[config.mk]
export PLATFORM = sky130hd
export DESIGN_NAME = flash_lock_and_iap_gate
export DESIGN_NICKNAME = d
export VERILOG_FILES = /design/src/hdl/flash_lock_pkg.sv /design/src/hdl/lock_store.sv /design/src/hdl/iap_sequencer.sv /design/src/hdl/flash_lock_and_iap_gate.sv
export SDC_FILE = /design/constraint.sdc
export NUM_CORES = 1
export LEC_CHECK = 0
export ABC_AREA = 0
export ABC_CLOCK_PERIOD_IN_PS = 2100
export BUFFER_PORTS_ARGS = -buffer_cell sky130_fd_sc_hd__buf_4
export CORE_MARGIN = 2
export CORE_UTILIZATION = 53
export CTS_BUF_LIST = sky130_fd_sc_hd__clkbuf_8
export DETAILED_ROUTE_END_ITERATION = 10
export MAX_ROUTING_LAYER = met4
export PLACE_DENSITY_LB_ADDON = 0.25
export SETUP_SLACK_MARGIN = 0.5
export SLEW_MARGIN = 20
export SYNTH_ARGS = -nofsm -noshare
export SYNTH_HDL_FRONTEND = slang
export SYNTH_SLANG_ARGS = --single-unit
[constraint.sdc]
create_clock -name i_clock -period 2.1 [get_ports i_clock]
set_input_delay 0.315 -clock i_clock [delete_from_list [all_inputs] [get_ports i_clock]]
set_output_delay 0.315 -clock i_clock [all_outputs]
set_load 0.02 [all_outputs]
[src/hdl/flash_lock_pkg.sv]
// shared constants, types and lock decoding for the lock gate
package flash_lock_pkg;
  // lock byte values and count
  localparam logic [7:0] LOCK_UNPROG = 8'hff;
  localparam logic [7:0] LOCK_PROG = 8'h00;
  localparam int LOCK_COUNT = 3;
  localparam logic [15:0] LOCK_LAST = 16'h0002;
  // start of the protected external region, 32K
  localparam logic [15:0] EXT_LIMIT = 16'h8000;
  // service commands and block starts
  localparam logic [7:0] CMD_READ_ID = 8'h00;
  localparam logic [7:0] CMD_ERASE_BLOCK = 8'h01;
  localparam logic [7:0] CMD_PROG_BYTE = 8'h02;
  localparam logic [7:0] BLK0_START = 8'h00;
  localparam logic [7:0] BLK1_START = 8'h20;
  localparam logic [7:0] BLK2_START = 8'h40;
  localparam logic [7:0] BLK3_START = 8'h80;
  localparam logic [15:0] ERASE_DP1 = 16'h0000;
  localparam logic [15:0] ID_COUNT = 16'h0004;
  localparam logic [7:0] ACC_DONE = 8'h00;
  // register byte offsets
  localparam int REG_ADDR_W = 8;
  localparam logic [7:0] REG_AUX = 8'h00;
  localparam logic [7:0] REG_CMD = 8'h04;
  localparam logic [7:0] REG_ACC = 8'h08;
  localparam logic [7:0] REG_DP0 = 8'h0c;
  localparam logic [7:0] REG_DP1 = 8'h10;
  localparam logic [7:0] REG_GO = 8'h14;
  localparam logic [7:0] REG_STATUS = 8'h18;
  localparam logic [7:0] REG_LOCKS = 8'h1c;
  localparam logic [7:0] REG_EXT = 8'h20;
  localparam logic [1:0] RESP_OKAY = 2'h0;
  localparam logic [1:0] RESP_SLVERR = 2'h2;

  typedef enum logic [1:0] {MOP_READ, MOP_PROG, MOP_BLK_ERASE,
    MOP_CHIP_ERASE} mem_op_t;
  typedef enum logic [2:0] {SPACE_CODE, SPACE_DATA, SPACE_USIG,
    SPACE_MSIG, SPACE_FUSE, SPACE_LOCK} space_t;
  typedef enum logic [1:0] {PROT_NONE, PROT_NO_PROG, PROT_NO_READ,
    PROT_NO_EXT} prot_t;

  // any cleared bit counts as programmed, so odd patterns lean strict
  function automatic prot_t decode_prot(input logic [23:0] locks);
    if (locks[23:16] != LOCK_UNPROG) decode_prot = PROT_NO_EXT;
    else if (locks[15:8] != LOCK_UNPROG) decode_prot = PROT_NO_READ;
    else if (locks[7:0] != LOCK_UNPROG) decode_prot = PROT_NO_PROG;
    else decode_prot = PROT_NONE;
  endfunction
endpackage

[src/hdl/lock_store.sv]
// lock byte store: program to 00h, erase all to ffh, registered read
module lock_store
  import flash_lock_pkg::*;
#(
  parameter int DEPTH = LOCK_COUNT
)(
  // clock and reset
  input wire logic i_clock,
  input wire logic i_resetn,
  // update
  input wire logic i_program,
  input wire logic [1:0] i_prog_index,
  input wire logic i_erase_all,
  // read
  input wire logic [1:0] i_rd_index,
  output logic [7:0] o_rdata,
  output logic [8*DEPTH-1:0] o_bytes
);
  typedef struct packed {
    logic [DEPTH-1:0][7:0] mem;
    logic [7:0] rdata;
  } store_t;

  store_t st;
  store_t next_st;

  always_comb begin
    next_st = st;
    next_st.rdata = (int'(i_rd_index) < DEPTH) ?
      st.mem[i_rd_index] : LOCK_UNPROG;
    // erase beats a same-cycle program; nothing else raises a bit
    if (i_erase_all) begin
      next_st.mem = {DEPTH{LOCK_UNPROG}};
    end else if (i_program && int'(i_prog_index) < DEPTH) begin
      next_st.mem[i_prog_index] = LOCK_PROG;
    end
  end

  // flops stand in for the nonvolatile cells
  always_ff @(posedge i_clock or negedge i_resetn) begin
    if (!i_resetn) begin
      st <= '{mem: {DEPTH{LOCK_UNPROG}}, rdata: LOCK_UNPROG};
    end else begin
      st <= next_st;
    end
  end

  assign o_rdata = st.rdata;
  assign o_bytes = st.mem;
endmodule // lock_store

[src/hdl/iap_sequencer.sv]
// in-application service: id read, block erase, byte program
module iap_sequencer
  import flash_lock_pkg::*;
#(
  // arbitrary identity bytes, index 0 in the low byte
  parameter logic [31:0] ID_BYTES = 32'h5a_a5_3c_c3
)(
  // clock and reset
  input wire logic i_clock,
  input wire logic i_resetn,
  // call
  input wire logic i_start,
  input wire logic i_rom_mapped,
  input wire logic [7:0] i_cmd,
  input wire logic [7:0] i_acc,
  input wire logic [15:0] i_first_data_pointer,
  input wire logic [15:0] i_second_data_pointer,
  output logic o_busy,
  output logic o_done,
  output logic o_err,
  output logic [7:0] o_acc,
  // memory request, held until done
  output logic o_mem_req,
  output mem_op_t o_mem_op,
  output logic [15:0] o_mem_addr,
  output logic [7:0] o_mem_wdata,
  input wire logic i_mem_done
);
  typedef enum logic {SQ_IDLE, SQ_MEM} seq_state_t;
  typedef struct packed {
    seq_state_t state;
    logic [7:0] cmd;
    logic done;
    logic err;
    logic [7:0] acc;
    logic req;
    mem_op_t op;
    logic [15:0] addr;
    logic [7:0] wdata;
  } seq_t;

  seq_t s;
  seq_t next_s;
  logic blk_ok;

  assign blk_ok = (i_first_data_pointer[15:8] == BLK0_START ||
    i_first_data_pointer[15:8] == BLK1_START || i_first_data_pointer[15:8] == BLK2_START ||
    i_first_data_pointer[15:8] == BLK3_START) && i_second_data_pointer == ERASE_DP1;

  always_comb begin
    next_s = s;
    next_s.done = 1'b0;
    unique case (s.state)
      SQ_IDLE: if (i_start) begin
        next_s.cmd = i_cmd;
        next_s.err = 1'b0;
        next_s.done = 1'b1;
        // unmapped rom means the call never reached the service
        if (!i_rom_mapped) begin
          next_s.err = 1'b1;
        end else if (i_cmd == CMD_READ_ID) begin
          if (i_first_data_pointer < ID_COUNT) begin
            next_s.acc = ID_BYTES[8*i_first_data_pointer[1:0] +: 8];
          end else begin
            next_s.err = 1'b1;
          end
        end else if (i_cmd == CMD_ERASE_BLOCK && blk_ok) begin
          next_s.done = 1'b0;
          next_s.state = SQ_MEM;
          next_s.req = 1'b1;
          next_s.op = MOP_BLK_ERASE;
          next_s.addr = {i_first_data_pointer[15:8], ACC_DONE};
        end else if (i_cmd == CMD_PROG_BYTE) begin
          next_s.done = 1'b0;
          next_s.state = SQ_MEM;
          next_s.req = 1'b1;
          next_s.op = MOP_PROG;
          next_s.addr = i_first_data_pointer;
          next_s.wdata = i_acc;
        end else begin
          next_s.err = 1'b1;
        end
      end
      SQ_MEM: if (i_mem_done) begin
        next_s.req = 1'b0;
        next_s.state = SQ_IDLE;
        next_s.done = 1'b1;
        next_s.acc = (s.cmd == CMD_PROG_BYTE) ?
          ACC_DONE : s.addr[15:8];
      end
    endcase
  end

  always_ff @(posedge i_clock or negedge i_resetn) begin
    if (!i_resetn) begin
      s <= '0;
    end else begin
      s <= next_s;
    end
  end

  assign o_busy = (s.state != SQ_IDLE);
  assign o_done = s.done;
  assign o_err = s.err;
  assign o_acc = s.acc;
  assign o_mem_req = s.req;
  assign o_mem_op = s.op;
  assign o_mem_addr = s.addr;
  assign o_mem_wdata = s.wdata;
endmodule // iap_sequencer

[src/hdl/flash_lock_and_iap_gate.sv]
// lock level gate for the serial port and the in-app service
// Notes on behaviour
// - three lock bytes, ffh clear, 00h set
// - only chip erase returns lock bytes to ffh
// - lock bytes 00h,01h,02h pick modes 1-4
// - mode 2 refuses all serial port programming except of lock bytes
// - mode 3 also refuses serial code/data reads
// - signatures and fuses stay readable when locked
// - mode 4 blocks external fetch above 32K while ext_sel is set
// - levels never gate loader or app programming
// - command, accumulator, pointers pick id read, erase
// - command 02h programs accumulator byte, returns zero
module flash_lock_and_iap_gate
  import flash_lock_pkg::*;
(
  // clock and reset
  input wire logic i_clock,
  input wire logic i_resetn,
  // axi4-lite write
  input wire logic i_awvalid,
  output logic o_awready,
  input wire logic [REG_ADDR_W-1:0] i_awaddr,
  input wire logic i_wvalid,
  output logic o_wready,
  input wire logic [31:0] i_wdata,
  input wire logic [3:0] i_wstrb,
  output logic o_bvalid,
  input wire logic i_bready,
  output logic [1:0] o_bresp,
  // axi4-lite read
  input wire logic i_arvalid,
  output logic o_arready,
  input wire logic [REG_ADDR_W-1:0] i_araddr,
  output logic o_rvalid,
  input wire logic i_rready,
  output logic [31:0] o_rdata,
  output logic [1:0] o_rresp,
  // serial programming port
  input wire logic i_sp_valid,
  input wire mem_op_t i_sp_op,
  input wire space_t i_sp_space,
  input wire logic [15:0] i_sp_addr,
  input wire logic [7:0] i_sp_wdata,
  output logic o_sp_ready,
  output logic o_sp_done,
  output logic o_sp_denied,
  output logic [7:0] o_sp_rdata,
  // flash array controller
  output logic o_mem_req,
  output mem_op_t o_mem_op,
  output space_t o_mem_space,
  output logic [15:0] o_mem_addr,
  output logic [7:0] o_mem_wdata,
  output logic o_mem_from_app,
  input wire logic i_mem_done,
  input wire logic [7:0] i_mem_rdata,
  // external fetch check and rom map
  input wire logic i_fetch_valid,
  input wire logic [15:0] i_fetch_addr,
  output logic o_fetch_deny,
  output logic o_rom_map_enable
);
  typedef enum logic [1:0] {T_IDLE, T_LOCK_RD, T_SP_MEM,
    T_IAP_MEM} gate_state_t;
  typedef struct packed {
    gate_state_t state;
    logic awready;
    logic wready;
    logic aw_got;
    logic w_got;
    logic [REG_ADDR_W-1:0] awaddr;
    logic [31:0] wdata;
    logic [3:0] wstrb;
    logic bvalid;
    logic [1:0] bresp;
    logic arready;
    logic rvalid;
    logic [31:0] rdata;
    logic [1:0] rresp;
    logic rom_map;
    logic ext_sel;
    logic go;
    logic [7:0] cmd;
    logic [7:0] acc;
    logic [15:0] dp0;
    logic [15:0] dp1;
    logic sp_ready;
    logic sp_done;
    logic sp_denied;
    logic [7:0] sp_rdata;
    logic mem_req;
    mem_op_t mem_op;
    space_t mem_space;
    logic [15:0] mem_addr;
    logic [7:0] mem_wdata;
    logic mem_from_app;
    logic fetch_deny;
  } gate_t;

  gate_t r;
  gate_t next_r;
  logic [23:0] locks;
  logic [7:0] lock_rdata;
  prot_t prot;
  logic lock_prog;
  logic lock_erase;
  logic [1:0] lock_idx;
  logic sp_take;
  logic wr_fire;
  logic [31:0] wm;
  logic seq_busy;
  logic seq_done;
  logic seq_err;
  logic [7:0] seq_acc;
  logic seq_req;
  mem_op_t seq_op;
  logic [15:0] seq_addr;
  logic [7:0] seq_wdata;
  logic seq_mem_done;

  function automatic logic [31:0] merge(input logic [31:0] old,
    input logic [31:0] val, input logic [3:0] strb);
    merge = old;
    for (int i = 0; i < 4; i++) begin
      if (strb[i]) merge[8*i +: 8] = val[8*i +: 8];
    end
  endfunction

  function automatic logic mapped(input logic [REG_ADDR_W-1:0] a);
    mapped = a == REG_AUX || a == REG_CMD || a == REG_ACC ||
      a == REG_DP0 || a == REG_DP1 || a == REG_GO ||
      a == REG_STATUS || a == REG_LOCKS || a == REG_EXT;
  endfunction

  function automatic logic [31:0] read_word(
    input logic [REG_ADDR_W-1:0] a, input gate_t g, input prot_t p,
    input logic busy, input logic err, input logic [23:0] lk);
    read_word = 32'h0;
    case (a)
      REG_AUX: read_word = {31'h0, g.rom_map};
      REG_CMD: read_word = {24'h0, g.cmd};
      REG_ACC: read_word = {24'h0, g.acc};
      REG_DP0: read_word = {16'h0, g.dp0};
      REG_DP1: read_word = {16'h0, g.dp1};
      REG_STATUS: read_word = {25'h0, p == PROT_NO_EXT && g.ext_sel,
        p >= PROT_NO_READ, p != PROT_NONE, err, busy, p};
      REG_LOCKS: read_word = {8'h0, lk};
      REG_EXT: read_word = {31'h0, g.ext_sel};
      default: read_word = 32'h0;
    endcase
  endfunction

  // lock space is handled apart, so no entry here; chip erase always passes
  function automatic logic sp_allowed(input prot_t m,
    input mem_op_t op, input space_t sp);
    if (op == MOP_CHIP_ERASE) sp_allowed = 1'b1;
    else if (op != MOP_READ) sp_allowed = (m == PROT_NONE);
    else if (sp == SPACE_CODE || sp == SPACE_DATA)
      sp_allowed = (m < PROT_NO_READ);
    else sp_allowed = 1'b1;
  endfunction

  assign prot = decode_prot(locks);
  assign sp_take = i_sp_valid && r.sp_ready;
  assign wr_fire = r.aw_got && r.w_got && !r.bvalid;
  assign wm = merge(read_word(r.awaddr, r, prot, seq_busy, seq_err,
    locks), r.wdata, r.wstrb);
  assign seq_mem_done = (r.state == T_IAP_MEM) && i_mem_done;

  lock_store u_locks (
    .i_clock(i_clock),
    .i_resetn(i_resetn),
    .i_program(lock_prog),
    .i_prog_index(lock_idx),
    .i_erase_all(lock_erase),
    // index follows the request in idle, else a lock read answers stale
    .i_rd_index(r.state == T_IDLE ? lock_idx : r.mem_addr[1:0]),
    .o_rdata(lock_rdata),
    .o_bytes(locks)
  );

  iap_sequencer u_seq (
    .i_clock(i_clock),
    .i_resetn(i_resetn),
    .i_start(r.go),
    .i_rom_mapped(r.rom_map),
    .i_cmd(r.cmd),
    .i_acc(r.acc),
    .i_first_data_pointer(r.dp0),
    .i_second_data_pointer(r.dp1),
    .o_busy(seq_busy),
    .o_done(seq_done),
    .o_err(seq_err),
    .o_acc(seq_acc),
    .o_mem_req(seq_req),
    .o_mem_op(seq_op),
    .o_mem_addr(seq_addr),
    .o_mem_wdata(seq_wdata),
    .i_mem_done(seq_mem_done)
  );

  always_comb begin
    next_r = r;
    next_r.sp_done = 1'b0;
    next_r.sp_denied = 1'b0;
    next_r.go = 1'b0;
    lock_prog = 1'b0;
    lock_erase = 1'b0;
    lock_idx = i_sp_addr[1:0];
    // register bus: address and data taken in either order
    if (i_awvalid && r.awready) begin
      next_r.aw_got = 1'b1;
      next_r.awaddr = i_awaddr;
    end
    if (i_wvalid && r.wready) begin
      next_r.w_got = 1'b1;
      next_r.wdata = i_wdata;
      next_r.wstrb = i_wstrb;
    end
    if (r.bvalid && i_bready) next_r.bvalid = 1'b0;
    if (wr_fire) begin
      next_r.aw_got = 1'b0;
      next_r.w_got = 1'b0;
      next_r.bvalid = 1'b1;
      next_r.bresp = mapped(r.awaddr) ? RESP_OKAY : RESP_SLVERR;
      case (r.awaddr)
        REG_AUX: next_r.rom_map = wm[0];
        REG_CMD: next_r.cmd = wm[7:0];
        REG_ACC: next_r.acc = wm[7:0];
        REG_DP0: next_r.dp0 = wm[15:0];
        REG_DP1: next_r.dp1 = wm[15:0];
        REG_GO: next_r.go = wm[0] && !seq_busy;
        REG_EXT: next_r.ext_sel = wm[0];
        default: next_r.go = 1'b0;
      endcase
    end
    // the service result overrides a same-cycle software write
    if (seq_done) next_r.acc = seq_acc;
    if (r.rvalid && i_rready) next_r.rvalid = 1'b0;
    if (i_arvalid && r.arready) begin
      next_r.rvalid = 1'b1;
      next_r.rdata = read_word(i_araddr, r, prot, seq_busy, seq_err,
        locks);
      next_r.rresp = mapped(i_araddr) ? RESP_OKAY : RESP_SLVERR;
    end
    next_r.awready = !next_r.aw_got;
    next_r.wready = !next_r.w_got;
    next_r.arready = !next_r.rvalid;
    // serial port and memory arbitration, serial first
    unique case (r.state)
      T_IDLE: begin
        next_r.sp_ready = 1'b1;
        if (sp_take) begin
          next_r.sp_done = 1'b1;
          next_r.mem_addr = i_sp_addr;
          if (i_sp_space == SPACE_LOCK && i_sp_op != MOP_CHIP_ERASE) begin
            // lock programming stays open: it can only tighten
            if (i_sp_addr > LOCK_LAST || i_sp_op == MOP_BLK_ERASE) begin
              next_r.sp_denied = 1'b1;
            end else if (i_sp_op == MOP_READ) begin
              next_r.sp_done = 1'b0;
              next_r.sp_ready = 1'b0;
              next_r.state = T_LOCK_RD;
            end else begin
              lock_prog = 1'b1;
            end
          end else if (!sp_allowed(prot, i_sp_op, i_sp_space)) begin
            next_r.sp_denied = 1'b1;
          end else begin
            next_r.sp_done = 1'b0;
            next_r.sp_ready = 1'b0;
            next_r.state = T_SP_MEM;
            next_r.mem_req = 1'b1;
            next_r.mem_op = i_sp_op;
            next_r.mem_space = i_sp_space;
            next_r.mem_wdata = i_sp_wdata;
            next_r.mem_from_app = 1'b0;
          end
        end else if (seq_req) begin
          // no lock check on the application path
          next_r.sp_ready = 1'b0;
          next_r.state = T_IAP_MEM;
          next_r.mem_req = 1'b1;
          next_r.mem_op = seq_op;
          next_r.mem_space = SPACE_CODE;
          next_r.mem_addr = seq_addr;
          next_r.mem_wdata = seq_wdata;
          next_r.mem_from_app = 1'b1;
        end
      end
      T_LOCK_RD: begin
        next_r.sp_done = 1'b1;
        next_r.sp_rdata = lock_rdata;
        next_r.sp_ready = 1'b1;
        next_r.state = T_IDLE;
      end
      T_SP_MEM: if (i_mem_done) begin
        next_r.mem_req = 1'b0;
        next_r.sp_done = 1'b1;
        next_r.sp_rdata = i_mem_rdata;
        next_r.sp_ready = 1'b1;
        next_r.state = T_IDLE;
        lock_erase = (r.mem_op == MOP_CHIP_ERASE);
      end
      T_IAP_MEM: if (i_mem_done) begin
        next_r.mem_req = 1'b0;
        next_r.state = T_IDLE;
      end
    endcase
    next_r.fetch_deny = i_fetch_valid && prot == PROT_NO_EXT &&
      r.ext_sel && i_fetch_addr >= EXT_LIMIT;
  end

  always_ff @(posedge i_clock or negedge i_resetn) begin
    if (!i_resetn) begin
      r <= '0;
    end else begin
      r <= next_r;
    end
  end

  assign o_awready = r.awready;
  assign o_wready = r.wready;
  assign o_bvalid = r.bvalid;
  assign o_bresp = r.bresp;
  assign o_arready = r.arready;
  assign o_rvalid = r.rvalid;
  assign o_rdata = r.rdata;
  assign o_rresp = r.rresp;
  assign o_sp_ready = r.sp_ready;
  assign o_sp_done = r.sp_done;
  assign o_sp_denied = r.sp_denied;
  assign o_sp_rdata = r.sp_rdata;
  assign o_mem_req = r.mem_req;
  assign o_mem_op = r.mem_op;
  assign o_mem_space = r.mem_space;
  assign o_mem_addr = r.mem_addr;
  assign o_mem_wdata = r.mem_wdata;
  assign o_mem_from_app = r.mem_from_app;
  assign o_fetch_deny = r.fetch_deny;
  assign o_rom_map_enable = r.rom_map;
endmodule // flash_lock_and_iap_gate

After elaboration in Yosys (flattened, before gate mapping)
Index checks and enable logic that the tools add are counted.
- shift operators: 1
- bitwise operators: 5
- reduce and logical (&&, ||, !) cells: 83
- muxes and demuxes: 100
- equal/unequal tests: 53
- $lt $le $gt $ge: 10
- operator list (operator ; number):
    case mux 24 bit (8 select lines) ; 1
    case mux 16 bit (8 select lines) ; 1
    2-to-1 mux 8 bit ; 12
    2-to-1 mux 35 bit ; 2
    == test 8 x 5 -> 1 bit (second input constant) ; 8
    2-to-1 mux 31 bit ; 2
    2-to-1 mux 27 bit ; 2
    2-to-1 mux 49 bit ; 1
    2-to-1 mux 24 bit ; 2
    2-to-1 mux 46 bit ; 1
    2-to-1 mux 1 bit ; 38
    2-to-1 mux 2 bit ; 18
    2-to-1 mux 9 bit ; 4
    == test 8 x 4 -> 1 bit (second input constant) ; 4
    logical NOT 8 bit ; 4
    2-to-1 mux 16 bit ; 2
    variable part select 32 x 6 -> 8 bit (first input constant) ; 1
    bitwise AND 24 bit ; 1
    == test 8 x 6 -> 1 bit (second input constant) ; 3
    != test 8 bit (second input constant) ; 3
    NOT 24 bit ; 1
    logical OR 1 bit ; 21
    AND reduction 2 bit ; 10
    AND reduction 5 bit ; 4
    45 further kinds ; 106
- register bits: 243
- logic and storage cells: 297
- input bits: 115

Longest topological paths before layout
- depth in word-level cells: 15
- mapped depth: 8

Modules after synthesis
Synthesis repeated with hierarchy kept, for this count alone.
- cells, all modules: 1187
- area, all modules: 12141.6 µm²
- by module, submodules not included (module ; instances ; area each (µm²) ; cells each ; sequential area each (µm²)):
    flash_lock_and_iap_gate ; 1 ; 8429.3 ; 870 ; 3878.7
    iap_sequencer ; 1 ; 2474.9 ; 235 ; 1151.1
    lock_store ; 1 ; 1237.4 ; 82 ; 840.8

Worst setup path after synthesis
Ideal clock, no wire load.
- path kind: reg-to-reg
- start: register r[170] in the netlist's numbering
- end: register r[91] in the netlist's numbering
- slack: 0.044 ns
- arrival: 1.944 ns
- period minus slack after synthesis: 2.056 ns
- data required time: 1.989 ns
- buffers on the path: 0
- library setup time: 0.111 ns
- stages on the path, launching flop included: 6
- path through: dfrtp_1 or4_1 or3_1 nand2_2 o31ai_2 a2111oi_2
- RTL lines (what ; line ; source):
    from (decl) ; flash_lock_and_iap_gate.sv:100 ; gate_t r;
    from (signal assigned) ; flash_lock_and_iap_gate.sv:318 ; r <= next_r;

Final worst setup path
- start: register r[57] in the netlist's numbering
- end: register u_seq.s (netlist bit u_seq.o_mem_addr[15])
- cells in the longest elaborated chain, start to end: 5
- ends and longest elaborated chain (what ; line ; source):
    logical NOT 16 bit (*) ; iap_sequencer.sv:48 ; i_first_data_pointer[15:8] == BLK3_START) && i_second_data_pointer == ERASE_DP1;
    logical AND 1 bit (*) ; iap_sequencer.sv:48 ;
    logical AND 1 bit (*) ; iap_sequencer.sv:67 ; end else if (i_cmd == CMD_ERASE_BLOCK && blk_ok) begin
    nonzero test 2 bit (no source line) ; -- ;
    AND reduction 5 bit (no source line) ; -- ;
    to (signal assigned) ; iap_sequencer.sv:98 ; s <= next_s;
    to (decl) ; iap_sequencer.sv:42 ; seq_t s;
Every way passes the cells marked *; elsewhere a longest branch is shown, timed or not.
A chain may end at the register's enable or synchronous reset.

==> results.yml <==
synthesis:
  synth_area_mm2: 0.0115
  avgSynthCellArea_um2: 10.6
  synth_xor_area_frac: 0
  yosysTopAreaCell: "dfrtp_1"
  synth_top_area_share: 0.436
  synth_seq_area_share: 0.508
  ys_types: 73
  syn_inst: 1092
  synthAdderAreaFrac: 0.00217
  yosys.area_share.simple: 0.120
  synth_top_family_by_area: "compound AO/OA/AOI/OAI gates"
  synth.top_cells.by_count: "dfrtp_1, nand2_1, buf_4, mux2_2, o21ai_0"
  synth_compound_area_frac: 0.180
  synth_async_sr_flop_share: 1.00
  synth_ff_type: "dfrtp_1"
  ys.warnings.count: 0
  ys_ff_latch: 233
  synth_area_leaders: "dfrtp_1, dfstp_2, mux2_2, buf_4, mux2i_1"
  synth_edf_count: 0
  synth.most_common_cell: "dfrtp_1"
  synth_mux_area_frac: 0.116
hold_path:
  whs_path_depth: 2
  min_path_type: "in -> reg"
  min_from: "i_wdata[9]"
  min_to: "r[146]"
pwr:
  peakVddDrop_v: 0.00103
  power.total_mw: 21.5
  p_leak_nw: 7.42
  p_per_area_mw_per_mm2: 1320
detailed_routing:
  drc: 0
  first_pass_iters: 5
  routed_via_density: 5.96
  drt_iter0_markers: 724
  wire_per_inst_um: 21.6
  ant_nets: 0
  num_vias: 10100
  wirelength_mm: 36.6
clock_tree:
  cts_tree: "done"
  cts_buffers: 39
  clock-sinks: 233
  clkTransAtPathRegs_ns: 0.06
  htree_levels: 2
  cts.path.max_buffers: 3
  clock_latency_ns: 0.55
  root_buffer: "clkbuf_8"
sta:
  slew_headroom: 0.573
  fin_crit_ns: 2.11
  worstMarginPinSlew_ns: 0.638
  clock_skew_ns: 0.0248
  hold_viol: 0
  max_freq_mhz: 473
  finalWorstSetupSlack_ns: -0.0131
  worst_hold_slack_ns: 0.00385
  fin_crit_sh: 1.01
  slew_viol_final: 0
  setup_violations: 4
  rsz0062_at_grt: "yes"
global_route:
  grt_usage: 0.316
  antenna_found_initial: 0
  grt_max_degree: 68
  grt_pass1_vias: 9770
  overflow: 0
  grt_pass1_wl_mm: 53.9
placement:
  io_buffers: 156
  dp_cells: 1548
  hpwl_mm: 24.2
  gp_congestion: 0.976
worst_setup_path:
  ff2ff_path_depth: 7
  worstSetupStartpointType: "register"
  cp.required_ns: 2.51
  cp-end-kind: "register"
  path_max_fanout: 11
  rr_endpoint: "u_seq.o_mem_addr[15]"
  critPathArrivalTime_ns: 2.52
  rr_startpoint: "r[57]"
  path_class: "reg -> reg"
  r2r_setup_slack_ns: -0.01
floorplan:
  io-pin-count: 200
  coreArea_mm2: 0.0216
  dieArea_mm2: 0.0230
  rows: 54
  dieHeight_um: 152
  start_util: 0.534
  die_width_um: 152
layout:
  area_delta_synth_final_pct: 40.7
  stdcell_count: 1695
  n_antenna_cell: 0
  layout-drive-gt1-share: 0.494
  filler_cell_count: 1396
  final_nets: 1504
outcome:
  violations: "setup timing"
  status: "finished, violations left"
flow_run:
  drv_cap: 0
-- logic make-up after synthesis --
group,after synthesis
and+or+nand+nor,274
other,1
buffers and inverters,149
AOI/OAI and AO/OA,310
DFF,233
muxes,123
adders and majority gates,2
-- metal layers --
metal / wire [µm] / track usage
met5: 0 / -
met4: 1440 / 0.110
met3: 2610 / 0.0533
met2: 17700 / 0.500
met1: 14800 / 0.415
-- sequential cells by signal, indices dropped and copies added (netlist names), 2 cells and up --
signal             cells
u_seq.o_mem_addr      16
o_mem_wdata            8
u_seq.o_mem_wdata      8
u_seq.s                8
o_rdata               24
r                     80
o_mem_addr            16
u_locks.o_bytes       24
u_seq.o_mem_op         2
o_mem_space            3
u_locks.o_rdata        8
o_mem_op               2
u_seq.o_acc            8
o_sp_rdata             8
-- placed cells by master, fill, tap and decap left out, drive strengths merged, types with 15 or more instances in the layout --
cell type    n
a21o        30
a21oi       61
a22o        18
a22oi       28
buf        366
clkbuf      46
dfrtp      201
dfstp       32
inv         35
mux2        73
mux2i       49
nand2      111
nand3       15
nor2        50
o21ai       75
o22ai       19
-- repair_timing --
action                                  in CTS  in global routing
cloned                                       4                  2
endpoints found under the setup margin     150                164
buffers inserted                            38                 26
pin swaps                                   43                 56
resized for setup                          111                117
hold buffers                                 7                  1
hold endpoints to repair                    49                  1
-- worst max-delay path by stage --
stage                       from                   end  slack, ns  cells past startpoint
global route               r[57]  u_seq.o_mem_addr[15]      -0.09                      7
finish                     r[57]  u_seq.o_mem_addr[15]      -0.01                      7
CTS                       r[169]                 r[64]       0.06                      5
floorplan                 r[176]                 r[89]       0.11                      5
detailed placement  i_sp_addr[8]    u_locks.o_bytes[6]      -0.06                      6
global placement    i_sp_addr[8]    u_locks.o_bytes[6]      -0.05                      6
-- power breakdown --
group	internal (mW)	switching, mW	total [mW]	leakage [nW]
clock network	1.95	1.82	3.77	0.441
registers	5.97	1.21	7.18	2.93
logic	5.08	5.44	10.5	4.05
total	13.0	8.47	21.5	7.42
-- worst max-delay path, stage by stage (launching register included) --
cell      delay (ns)
dfrtp_1         0.39
nor4_2          0.30
buf_4           0.18
nand2_4         0.06
o41ai_4         0.46
nand2b_4        0.15
buf_8           0.18
mux2_2          0.27
-- area by class of cell --
| cell class | count | area (µm²) | share of cell area |
|---|---|---|---|
| clock buffer | 45 | 619 | 0.0381 |
| clock inverter | 24 | 98.8 | 0.00608 |
| inverter | 17 | 63.8 | 0.00393 |
| multi-input combinational | 720 | 5950 | 0.366 |
| sequential | 233 | 5880 | 0.362 |
| tap | 280 | 350 | 0.0216 |
| timing repair buffer | 376 | 3290 | 0.202 |
-- through the flow --
step | worst slack (ns) | area [µm²] | util | setup TNS (ns)
6_report | -0.0131 | 16200 | 0.751 | -0.0239
5_1_grt | -0.0939 | 16200 | 0.751 | -1.31
4_1_cts | 0.0618 | 15500 | 0.716 | 0
3_5_place_dp | -0.0633 | 13900 | 0.641 | -1.50
3_3_place_gp | -0.0455 | 13900 | 0.641 | -0.420
2_1_floorplan | 0.106 | 12100 | - | 0
(Power assumes the default switching activity.)
